File: src/rtl/sfd_pkg.sv
// shared constants for the flash program/erase command link
package sfd_pkg;
	localparam logic [7:0] OP_WREN      = 8'h06;
	localparam logic [7:0] OP_PP4       = 8'h12;
	localparam logic [7:0] OP_SE4K3     = 8'h20;
	localparam logic [7:0] OP_SE4K4     = 8'h21;
	localparam logic [7:0] OP_SE256K3   = 8'hD8;
	localparam logic [7:0] OP_SE256K4   = 8'hDC;
	localparam logic [7:0] OP_CE_A      = 8'h60;
	localparam logic [7:0] OP_CE_B      = 8'hC7;
	localparam logic [7:0] OP_EVAL3     = 8'hD0;
	localparam logic [7:0] OP_ECNT3     = 8'h5D;
	localparam logic [7:0] OP_SUSP_ALL  = 8'h75;
	localparam logic [7:0] OP_SUSP_A    = 8'h85;
	localparam logic [7:0] OP_SUSP_B    = 8'hB0;
	localparam logic [2:0] BIT_LAST     = 3'h7;
	localparam logic [2:0] ADDR_BYTES3  = 3'h3;
	localparam logic [2:0] ADDR_BYTES4  = 3'h4;
	localparam logic [2:0] ADDR_BYTES0  = 3'h0;
	localparam int         PAGE_BYTES   = 256;
	localparam int         FIFO_DEPTH   = 16;

	typedef enum logic [3:0] {
		SFD_OP_NONE  = 4'h0,
		SFD_OP_PROG  = 4'h1,
		SFD_OP_SE4K  = 4'h2,
		SFD_OP_SE256 = 4'h3,
		SFD_OP_CHIP  = 4'h4,
		SFD_OP_EVAL  = 4'h5,
		SFD_OP_ECNT  = 4'h6,
		SFD_OP_SUSPA = 4'h7,
		SFD_OP_SUSPP = 4'h8,
		SFD_OP_WREN  = 4'h9
	} sfd_op_t;

	typedef enum logic [1:0] {
		SFD_IDLE = 2'b00,
		SFD_OPC  = 2'b01,
		SFD_ADR  = 2'b11,
		SFD_DAT  = 2'b10
	} sfd_st_t;
endpackage

File: src/rtl/sfd_if.sv
// single-line serial link between host and flash decoder
`timescale 1ns/1ps
interface sfd_if;
	logic sck;
	logic cs_b;
	logic sdi;
	modport host (output sck, output cs_b, output sdi);
	modport dev  (input sck, input cs_b, input sdi);
endinterface

File: src/rtl/sfd_dev.sv
// flash end: decodes program/erase/suspend transactions
// How it works
// - 12h: four address bytes, page data, needs enable
// - 20h/21h erase 4KB sector, needs enable
// - D8h/DCh erase 256KB sector, needs enable
// - 60h or C7h erase whole array, enabled
// - D0h plus address: check last erase status
// - 5Dh plus address: report sector erase count
// - 75h suspends program, erase or integrity check
// - 85h/B0h suspend program or erase only
`timescale 1ns/1ps
module sfd_dev
	import sfd_pkg::*;
#(
	parameter int PAGE = PAGE_BYTES
) (
	input  wire logic        sys_clk,
	input  wire logic        rst_b,
	sfd_if.dev               link,
	output logic             op_start,
	output sfd_pkg::sfd_op_t op_kind,
	output logic [31:0]      op_addr,
	output logic             susp_all,
	output logic             susp_pe,
	output logic [7:0]       wr_data,
	output logic             wr_valid,
	input  wire logic        wr_ready,
	output logic             wr_drop
);
	import sfd_pkg::*;

	sfd_st_t       st_r;
	logic [2:0]    bit_r;
	logic [7:0]    sh_r;
	logic [2:0]    abytes_r;
	logic [2:0]    acnt_r;
	logic [31:0]   addr_r;
	sfd_op_t       kind_r;
	logic          wel_r;
	logic          sck_d_r;
	logic          cs_d_r;
	logic          rise;
	logic          end_frame;
	logic [7:0]    byte_now;
	logic          byte_done;
	logic [9:0]    dcnt_r;
	logic          fifo_in_valid;
	logic          fifo_in_ready;
	logic          op_start_r;
	sfd_op_t       op_kind_r;
	logic [31:0]   op_addr_r;
	logic          susp_all_r;
	logic          susp_pe_r;
	logic          wr_drop_r;

	function automatic sfd_op_t dec(input logic [7:0] op);
		case (op)
			OP_WREN:                 dec = SFD_OP_WREN;
			OP_PP4:                  dec = SFD_OP_PROG;
			OP_SE4K3, OP_SE4K4:      dec = SFD_OP_SE4K;
			OP_SE256K3, OP_SE256K4:  dec = SFD_OP_SE256;
			OP_CE_A, OP_CE_B:        dec = SFD_OP_CHIP;
			OP_EVAL3:                dec = SFD_OP_EVAL;
			OP_ECNT3:                dec = SFD_OP_ECNT;
			OP_SUSP_ALL:             dec = SFD_OP_SUSPA;
			OP_SUSP_A, OP_SUSP_B:    dec = SFD_OP_SUSPP;
			default:                 dec = SFD_OP_NONE;
		endcase
	endfunction

	function automatic logic [2:0] alen(input logic [7:0] op);
		case (op)
			OP_PP4, OP_SE4K4, OP_SE256K4: alen = ADDR_BYTES4;
			OP_SE4K3, OP_SE256K3, OP_EVAL3, OP_ECNT3: alen = ADDR_BYTES3;
			default:                  alen = ADDR_BYTES0;
		endcase
	endfunction

	function automatic logic needs_wel(input sfd_op_t k);
		needs_wel = (k == SFD_OP_PROG) || (k == SFD_OP_SE4K) ||
			(k == SFD_OP_SE256) || (k == SFD_OP_CHIP);
	endfunction

	// sck and cs sampled on sys_clk; sck must be well below sys_clk/4
	always_ff @(posedge sys_clk or negedge rst_b) begin
		if (!rst_b) begin
			sck_d_r <= 1'b0;
			cs_d_r  <= 1'b1;
		end else begin
			sck_d_r <= link.sck;
			cs_d_r  <= link.cs_b;
		end
	end

	assign rise      = link.sck && !sck_d_r && !link.cs_b;
	assign end_frame = link.cs_b && !cs_d_r;
	assign byte_now  = {sh_r[6:0], link.sdi};
	assign byte_done = rise && (bit_r == BIT_LAST);

	always_ff @(posedge sys_clk or negedge rst_b) begin
		if (!rst_b) begin
			bit_r <= '0;
			sh_r  <= '0;
		end else if (link.cs_b) begin
			bit_r <= '0;
		end else if (rise) begin
			sh_r  <= byte_now;
			bit_r <= bit_r + 1'b1;
		end
	end

	always_ff @(posedge sys_clk or negedge rst_b) begin
		if (!rst_b) begin
			st_r     <= SFD_IDLE;
			kind_r   <= SFD_OP_NONE;
			abytes_r <= '0;
			acnt_r   <= '0;
			addr_r   <= '0;
		end else if (link.cs_b) begin
			st_r <= SFD_IDLE;
		end else begin
			case (st_r)
				SFD_IDLE: begin
					st_r   <= SFD_OPC;
					acnt_r <= '0;
					addr_r <= '0;
				end
				SFD_OPC: if (byte_done) begin
					kind_r   <= dec(byte_now);
					abytes_r <= alen(byte_now);
					st_r     <= (alen(byte_now) != ADDR_BYTES0) ?
						SFD_ADR : SFD_DAT;
				end
				SFD_ADR: if (byte_done) begin
					addr_r <= {addr_r[23:0], byte_now};
					acnt_r <= acnt_r + 1'b1;
					if (acnt_r + 1'b1 == abytes_r)
						st_r <= SFD_DAT;
				end
				SFD_DAT: st_r <= SFD_DAT;
				default: st_r <= SFD_IDLE;
			endcase
		end
	end

	// write enable latch: set by enable frame, spent by a granted op
	always_ff @(posedge sys_clk or negedge rst_b) begin
		if (!rst_b)
			wel_r <= 1'b0;
		else if (end_frame && st_r == SFD_DAT) begin
			if (kind_r == SFD_OP_WREN)
				wel_r <= 1'b1;
			else if (needs_wel(kind_r))
				wel_r <= 1'b0;
		end
	end

	// page data streamed while enabled, page wraps
	assign fifo_in_valid = byte_done && st_r == SFD_DAT &&
		kind_r == SFD_OP_PROG && wel_r;

	always_ff @(posedge sys_clk or negedge rst_b) begin
		if (!rst_b) begin
			dcnt_r    <= '0;
			wr_drop_r <= 1'b0;
		end else begin
			if (link.cs_b)
				dcnt_r <= '0;
			else if (fifo_in_valid)
				dcnt_r <= (dcnt_r == 10'(PAGE - 1)) ? '0 : dcnt_r + 1'b1;
			// overflow when the array side stalls too long
			wr_drop_r <= fifo_in_valid && !fifo_in_ready;
		end
	end

	sfd_fifo #(.WIDTH(8), .DEPTH(FIFO_DEPTH)) u_fifo (
		.sys_clk   (sys_clk),
		.rst_b     (rst_b),
		.in_data   (byte_now),
		.in_valid  (fifo_in_valid),
		.in_ready  (fifo_in_ready),
		.out_data  (wr_data),
		.out_valid (wr_valid),
		.out_ready (wr_ready)
	);

	// operations launch at frame end only, after full decode
	always_ff @(posedge sys_clk or negedge rst_b) begin
		if (!rst_b) begin
			op_start_r <= 1'b0;
			op_kind_r  <= SFD_OP_NONE;
			op_addr_r  <= '0;
			susp_all_r <= 1'b0;
			susp_pe_r  <= 1'b0;
		end else begin
			op_start_r <= 1'b0;
			susp_all_r <= 1'b0;
			susp_pe_r  <= 1'b0;
			if (end_frame && st_r == SFD_DAT) begin
				case (kind_r)
					SFD_OP_PROG, SFD_OP_SE4K, SFD_OP_SE256,
					SFD_OP_CHIP: begin
						// refused: kind/address kept
						if (wel_r) begin
							op_start_r <= 1'b1;
							op_kind_r  <= kind_r;
							op_addr_r  <= addr_r;
						end
					end
					SFD_OP_EVAL, SFD_OP_ECNT: begin
						op_start_r <= 1'b1;
						op_kind_r  <= kind_r;
						op_addr_r  <= addr_r;
					end
					SFD_OP_SUSPA: susp_all_r <= 1'b1;
					SFD_OP_SUSPP: susp_pe_r <= 1'b1;
					default: op_start_r <= 1'b0;
				endcase
			end
		end
	end

	assign op_start = op_start_r;
	assign op_kind  = op_kind_r;
	assign op_addr  = op_addr_r;
	assign susp_all = susp_all_r;
	assign susp_pe  = susp_pe_r;
	assign wr_drop  = wr_drop_r;
endmodule

File: src/rtl/sfd_fifo.sv
// parameterised valid/ready FIFO
`timescale 1ns/1ps
module sfd_fifo #(
	parameter int WIDTH = 8,
	parameter int DEPTH = 16
) (
	input  wire logic             sys_clk,
	input  wire logic             rst_b,
	input  wire logic [WIDTH-1:0] in_data,
	input  wire logic             in_valid,
	output logic                  in_ready,
	output logic [WIDTH-1:0]      out_data,
	output logic                  out_valid,
	input  wire logic             out_ready
);
	localparam int AW = $clog2(DEPTH);
	logic [WIDTH-1:0] mem [DEPTH];
	logic [AW-1:0]    wp_r;
	logic [AW-1:0]    rp_r;
	logic [AW:0]      cnt_r;
	logic             push;
	logic             pop;

	assign in_ready  = (cnt_r != (AW+1)'(DEPTH));
	assign out_valid = (cnt_r != '0);
	assign out_data  = mem[rp_r];
	assign push      = in_valid && in_ready;
	assign pop       = out_valid && out_ready;

	always_ff @(posedge sys_clk) begin
		if (push)
			mem[wp_r] <= in_data;
	end

	always_ff @(posedge sys_clk or negedge rst_b) begin
		if (!rst_b) begin
			wp_r  <= '0;
			rp_r  <= '0;
			cnt_r <= '0;
		end else begin
			if (push)
				wp_r <= wp_r + 1'b1;
			if (pop)
				rp_r <= rp_r + 1'b1;
			cnt_r <= cnt_r + (AW+1)'(push) - (AW+1)'(pop);
		end
	end
endmodule

File: src/flat_wrapper.sv
// flat-port wrapper written by rule: the top's interface ports become plain ports
module sfd_dev_flat import sfd_pkg::*;
#(
	parameter int PAGE = PAGE_BYTES
)
  (sys_clk, rst_b, op_start, op_kind, op_addr, susp_all, susp_pe, wr_data, wr_valid, wr_ready, wr_drop, link_sck, link_cs_b, link_sdi);
  sfd_if link_i ();
  input  wire logic sys_clk;
  input  wire logic rst_b;
  output logic op_start;
  output sfd_pkg::sfd_op_t op_kind;
  output logic [31:0] op_addr;
  output logic susp_all;
  output logic susp_pe;
  output logic [7:0] wr_data;
  output logic wr_valid;
  input  wire logic wr_ready;
  output logic wr_drop;
  input wire logic [$bits(link_i.sck)-1:0] link_sck;
  input wire logic [$bits(link_i.cs_b)-1:0] link_cs_b;
  input wire logic [$bits(link_i.sdi)-1:0] link_sdi;
  assign link_i.sck = link_sck;
  assign link_i.cs_b = link_cs_b;
  assign link_i.sdi = link_sdi;
  sfd_dev #(.PAGE(PAGE)) u_core (.sys_clk(sys_clk), .rst_b(rst_b), .link(link_i), .op_start(op_start), .op_kind(op_kind), .op_addr(op_addr), .susp_all(susp_all), .susp_pe(susp_pe), .wr_data(wr_data), .wr_valid(wr_valid), .wr_ready(wr_ready), .wr_drop(wr_drop));
endmodule
File: config.mk
export PLATFORM = sky130hd
export DESIGN_NAME = sfd_dev_flat
export DESIGN_NICKNAME = d
export VERILOG_FILES = /design/src/rtl/sfd_pkg.sv /design/src/rtl/sfd_if.sv /design/src/rtl/sfd_dev.sv /design/src/rtl/sfd_fifo.sv /design/src/flat_wrapper.sv
export SDC_FILE = /design/constraint.sdc
export NUM_CORES = 1
export LEC_CHECK = 0
export BUFFER_PORTS_ARGS = -buffer_cell sky130_fd_sc_hd__buf_4
export CORE_MARGIN = 10
export CORE_UTILIZATION = 57
export CTS_BUF_LIST = sky130_fd_sc_hd__clkbuf_8
export DETAILED_ROUTE_END_ITERATION = 7
export PLACE_DENSITY_LB_ADDON = 0.3
export SLEW_MARGIN = 20
export SYNTH_ARGS = -nofsm -noshare
export SYNTH_HDL_FRONTEND = slang
export SYNTH_SLANG_ARGS = --single-unit
File: constraint.sdc
create_clock -name sys_clk -period 2.87 [get_ports sys_clk]
set_input_delay 0.287 -clock sys_clk [delete_from_list [all_inputs] [get_ports sys_clk]]
set_output_delay 0.287 -clock sys_clk [all_outputs]
set_load 0.02 [all_outputs]
==> reports/qor.json <==
{
  "run_status": {"value": "complete, no violations"},
  "timing.slew.headroom": {"value": 31.1, "unit": "%"},
  "instances_no_fill": {"value": 919},
  "mappedNetlistNets": {"value": 591},
  "timing.clock.skew": {"value": 29.0, "unit": "ps"},
  "synth_enable_flop_cells": {"value": 128},
  "worstPathRequired": {"value": 3300, "unit": "ps"},
  "cellInternalPower": {"value": 6.59, "unit": "mW"},
  "synth.ff_latch_count": {"value": 237},
  "initialDrtViolationCount": {"value": 508},
  "clock_tree.htree_level_count": {"value": 2},
  "drt_pre_antenna_iters": {"value": 5},
  "nets": {"value": 692},
  "p_per_area": {"value": 812, "unit": "mW/mm2"},
  "timing.critical_path.cells": {"value": "ha_2 > ha_2 > nor4bb_4 > buf_4 > and4_1 > inv_1 > ha_1 > inv_1 > ha_2 > inv_2 > fa_2 > inv_2 > a21oi_2 > o21bai_1 > xnor2_1"},
  "floorplan.io_pins": {"value": 55},
  "cpMaxStageDelayCell": {"value": "fa_2"},
  "synthDistinctLibCells": {"value": 54},
  "antenna_found_initial": {"value": 0},
  "timing_hold_violations_final": {"value": 0},
  "crit_arrival": {"value": 3220, "unit": "ps"},
  "floorplan.die.height": {"value": 151, "unit": "um"},
  "globalRoute.totalOverflow": {"value": 0},
  "timing.critical_path.max_delay_family": {"value": "adder cells"},
  "placement.setup.worst_slack": {"value": -88.9, "unit": "ps"},
  "clockPowerShare": {"value": 30.5, "unit": "%"},
  "netSwitchingPower": {"value": 2.66, "unit": "mW"},
  "clock_latency": {"value": 530, "unit": "ps"},
  "max_clock_freq": {"value": 0.358, "unit": "GHz"},
  "synth_ff_type": {"value": "edfxtp_1"},
  "cts_made_buffers": {"value": 39},
  "synthArstFlopShare": {"value": 46.0, "unit": "%"},
  "min-delay-path-class": {"value": "input pin to register"},
  "drt_wl_total": {"value": 19800, "unit": "um"},
  "core-area": {"value": 0.0167, "unit": "mm2"},
  "placed_cells_incl_taps": {"value": 839},
  "power.static_leakage": {"value": 4.74, "unit": "nW"},
  "num_rows": {"value": 47},
  "ys_warns": {"value": 0},
  "clock-root-buffer": {"value": "clkbuf_8"},
  "synth.cell_area": {"value": 0.00975, "unit": "mm2"},
  "route.detailed.wl_per_inst": {"value": 21.5, "unit": "um"},
  "slew_violations": {"value": 0},
  "yosysSeqAreaShare": {"value": 67.4, "unit": "%"},
  "comb_power_share": {"value": 22.3, "unit": "%"},
  "worst_setup_hold_path_clk_slew": {"value": 60, "unit": "ps"},
  "finalCriticalPeriod": {"value": 2800, "unit": "ps"},
  "critical_path.endpoint_type": {"value": "register"},
  "setup_viol": {"value": 0},
  "diodes": {"value": 0},
  "syn2layout_area_growth": {"value": 17.0, "unit": "%"},
  "remaining_antenna_violation_count_after_routing": {"value": 0},
  "setup_slack": {"value": 74.5, "unit": "ps"},
  "min_period_over_period": {"value": 97.4, "unit": "%"},
  "post-dp-hpwl": {"value": 12600, "unit": "um"},
  "unrepaired_setup_endpoints_after_global_routing": {"value": "yes"},
  "post_synth_inst_count": {"value": 570},
  "switching_share": {"value": 28.8, "unit": "%"},
  "timing.critical_path.fanout_max": {"value": 2},
  "worst-path-buf-inv": {"value": 5},
  "cts_tree": {"value": "yes"},
  "via_per_inst": {"value": 5.87},
  "drc": {"value": 0},
  "die_width": {"value": 151, "unit": "um"},
  "wire_length_of_the_first_global_routing_pass": {"value": 31600, "unit": "um"},
  "io_buffer_count": {"value": 54},
  "maximum_number_of_pins_on_one_net_before_global_route_repair": {"value": 76},
  "critical-path-max-stage-delay": {"value": 400, "unit": "ps"},
  "gp_congestion": {"value": 0.851},
  "initial_core_util": {"value": 58.4, "unit": "%"},
  "seq_power_share": {"value": 47.2, "unit": "%"},
  "timing_worst_slew_pin_value": {"value": 1030, "unit": "ps"},
  "clkSinkCount": {"value": 237},
  "worst_setup_path_start_kind": {"value": "register"},
  "cap_viol_max_count": {"value": 0},
  "vias": {"value": 5393},
  "timing.setup.critical_path_class": {"value": "register to register"},
  "synth_area_per_cell": {"value": 17.1, "unit": "um2"},
  "number_of_global_route_vias_before_repair": {"value": 5700},
  "drive_above_1_share": {"value": 36.8, "unit": "%"},
  "cts_max_path_buffers": {"value": 3},
  "globalRouteTotalUtil": {"value": 17.8, "unit": "%"},
  "floorplan.die_area": {"value": 0.0227, "unit": "mm2"},
  "vdd_ir_drop_max": {"value": 0.520, "unit": "mV"},
  "crit_top_cell": {"value": "ha_2"}
}
-- worst paths after layout --
check / from / cells past startpoint / slack, ps / to
worst min-delay path: link_cs_b / 2 / 60 / u_core.cs_d_r
worst min register to register: u_core.op_kind[3] / 1 / 490 / u_core.op_kind[3]
worst max register to register: u_core.bit_r[1] / 15 / 70 / u_core.u_fifo.cnt_r[4]
min in group asynchronous: rst_b / 2 / 290 / u_core.u_fifo.cnt_r[0]
worst max-delay path: u_core.bit_r[1] / 15 / 70 / u_core.u_fifo.cnt_r[4]
max in group asynchronous: rst_b / 3 / 1820 / u_core.cs_d_r
-- cell usage after synthesis, types with 6 or more instances --
cell type / n / share of area, %
xnor2_1: 9 / 0.81
mux4_2: 40 / 9.2
nor3_1: 7 / 0.36
nor2_1: 24 / 0.92
a21oi_1: 9 / 0.46
o21ai_0: 8 / 0.41
nand2_1: 17 / 0.65
inv_1: 15 / 0.58
buf_2: 9 / 0.46
ha_1: 14 / 1.8
clkbuf_1: 22 / 0.85
mux2_2: 17 / 2.0
mux2_4: 28 / 4.3
nor4bb_1: 6 / 0.62
dfrtp_1: 108 / 28
edfxtp_1: 128 / 39
a22o_1: 33 / 3.0
-- cell type report --
cell class                 count  area, um2
multi-input combinational    280       2970
sequential                   237       6570
tap                          220        275
clock inverter                22        120
inverter                      15       56.3
fill                        1105       5290
timing repair buffer          98        766
clock buffer                  47        647
-- layout by cell type (no fill, tap or decap), types with 8 or more instances in the layout --
| cell type | n |
|---|---|
| edfxtp_1 | 128 |
| dfrtp_1 | 107 |
| buf_4 | 94 |
| clkbuf_8 | 47 |
| mux4_2 | 40 |
| a22o_1 | 33 |
| mux2_4 | 28 |
| nor2_1 | 24 |
| inv_1 | 18 |
| nand2_1 | 17 |
| mux2_2 | 17 |
| ha_1 | 10 |
| xnor2_1 | 9 |
| clkinv_1 | 9 |
| o21ai_0 | 8 |
-- per-layer routing --
metal	global-route usage (%)	vias to the layer above	wire length [um]
li1	-	2401	-
met1	24.6	2817	8330
met2	28.3	156	10000
met3	3.70	19	1190
met4	4.76	0	191
met5	0	-	0
-- per-stage QoR --
stage | power (mW) | cell area (um2) | utilization, % | setup TNS, ps | hold slack, ps
5_1_grt | 9.70 | 11400 | 68.3 | -128 | 43.3
2_1_floorplan | 5.67 | 9750 | - | 0 | -8.59
3_5_place_dp | 6.42 | 10500 | 62.9 | -88.9 | 285
6_report | 9.26 | 11400 | 68.3 | 0 | 60.1
3_3_place_gp | 6.30 | 10500 | 62.9 | 0 | 278
4_1_cts | 9.29 | 11300 | 67.9 | 0 | 25.5
-- repair_timing --
action                     CTS  global route
hold endpoints to repair    35             0
resized for setup            4            12
pin swaps                    1             7
buffers inserted             4             5
setup endpoints to repair    3             1
hold buffers                 2             0
-- power groups by stage --
stage	clock network [mW]	registers (mW)	logic [mW]
floorplan	0	4.14	1.52
global placement	0	4.41	1.89
detailed placement	0	4.45	1.97
CTS	2.90	4.36	2.03
global route	3.04	4.42	2.24
finish	2.83	4.37	2.06
-- sequential cells by signal, indices dropped and copies added, names as in the netlist, 2 cells and up --
signal               cells
u_core.abytes_r          2
u_core.acnt_r            3
u_core.addr_r           32
u_core.bit_r             3
u_core.kind_r            4
u_core.op_addr          32
u_core.op_kind           4
u_core.sh_r              7
u_core.st_r              2
u_core.u_fifo.cnt_r      5
u_core.u_fifo.mem      128
u_core.u_fifo.rp_r       4
u_core.u_fifo.wp_r       4
-- cells by family after synthesis --
family / Yosys count / synth area share (%)
flops: 237 / 67.4
simple gates: 94 / 5.44
mux: 88 / 15.8
compound gates: 69 / 5.37
buf+inv: 53 / 2.68
fa+ha+maj: 15 / 2.00
xor+xnor: 14 / 1.26
(Power assumes the default switching activity.)
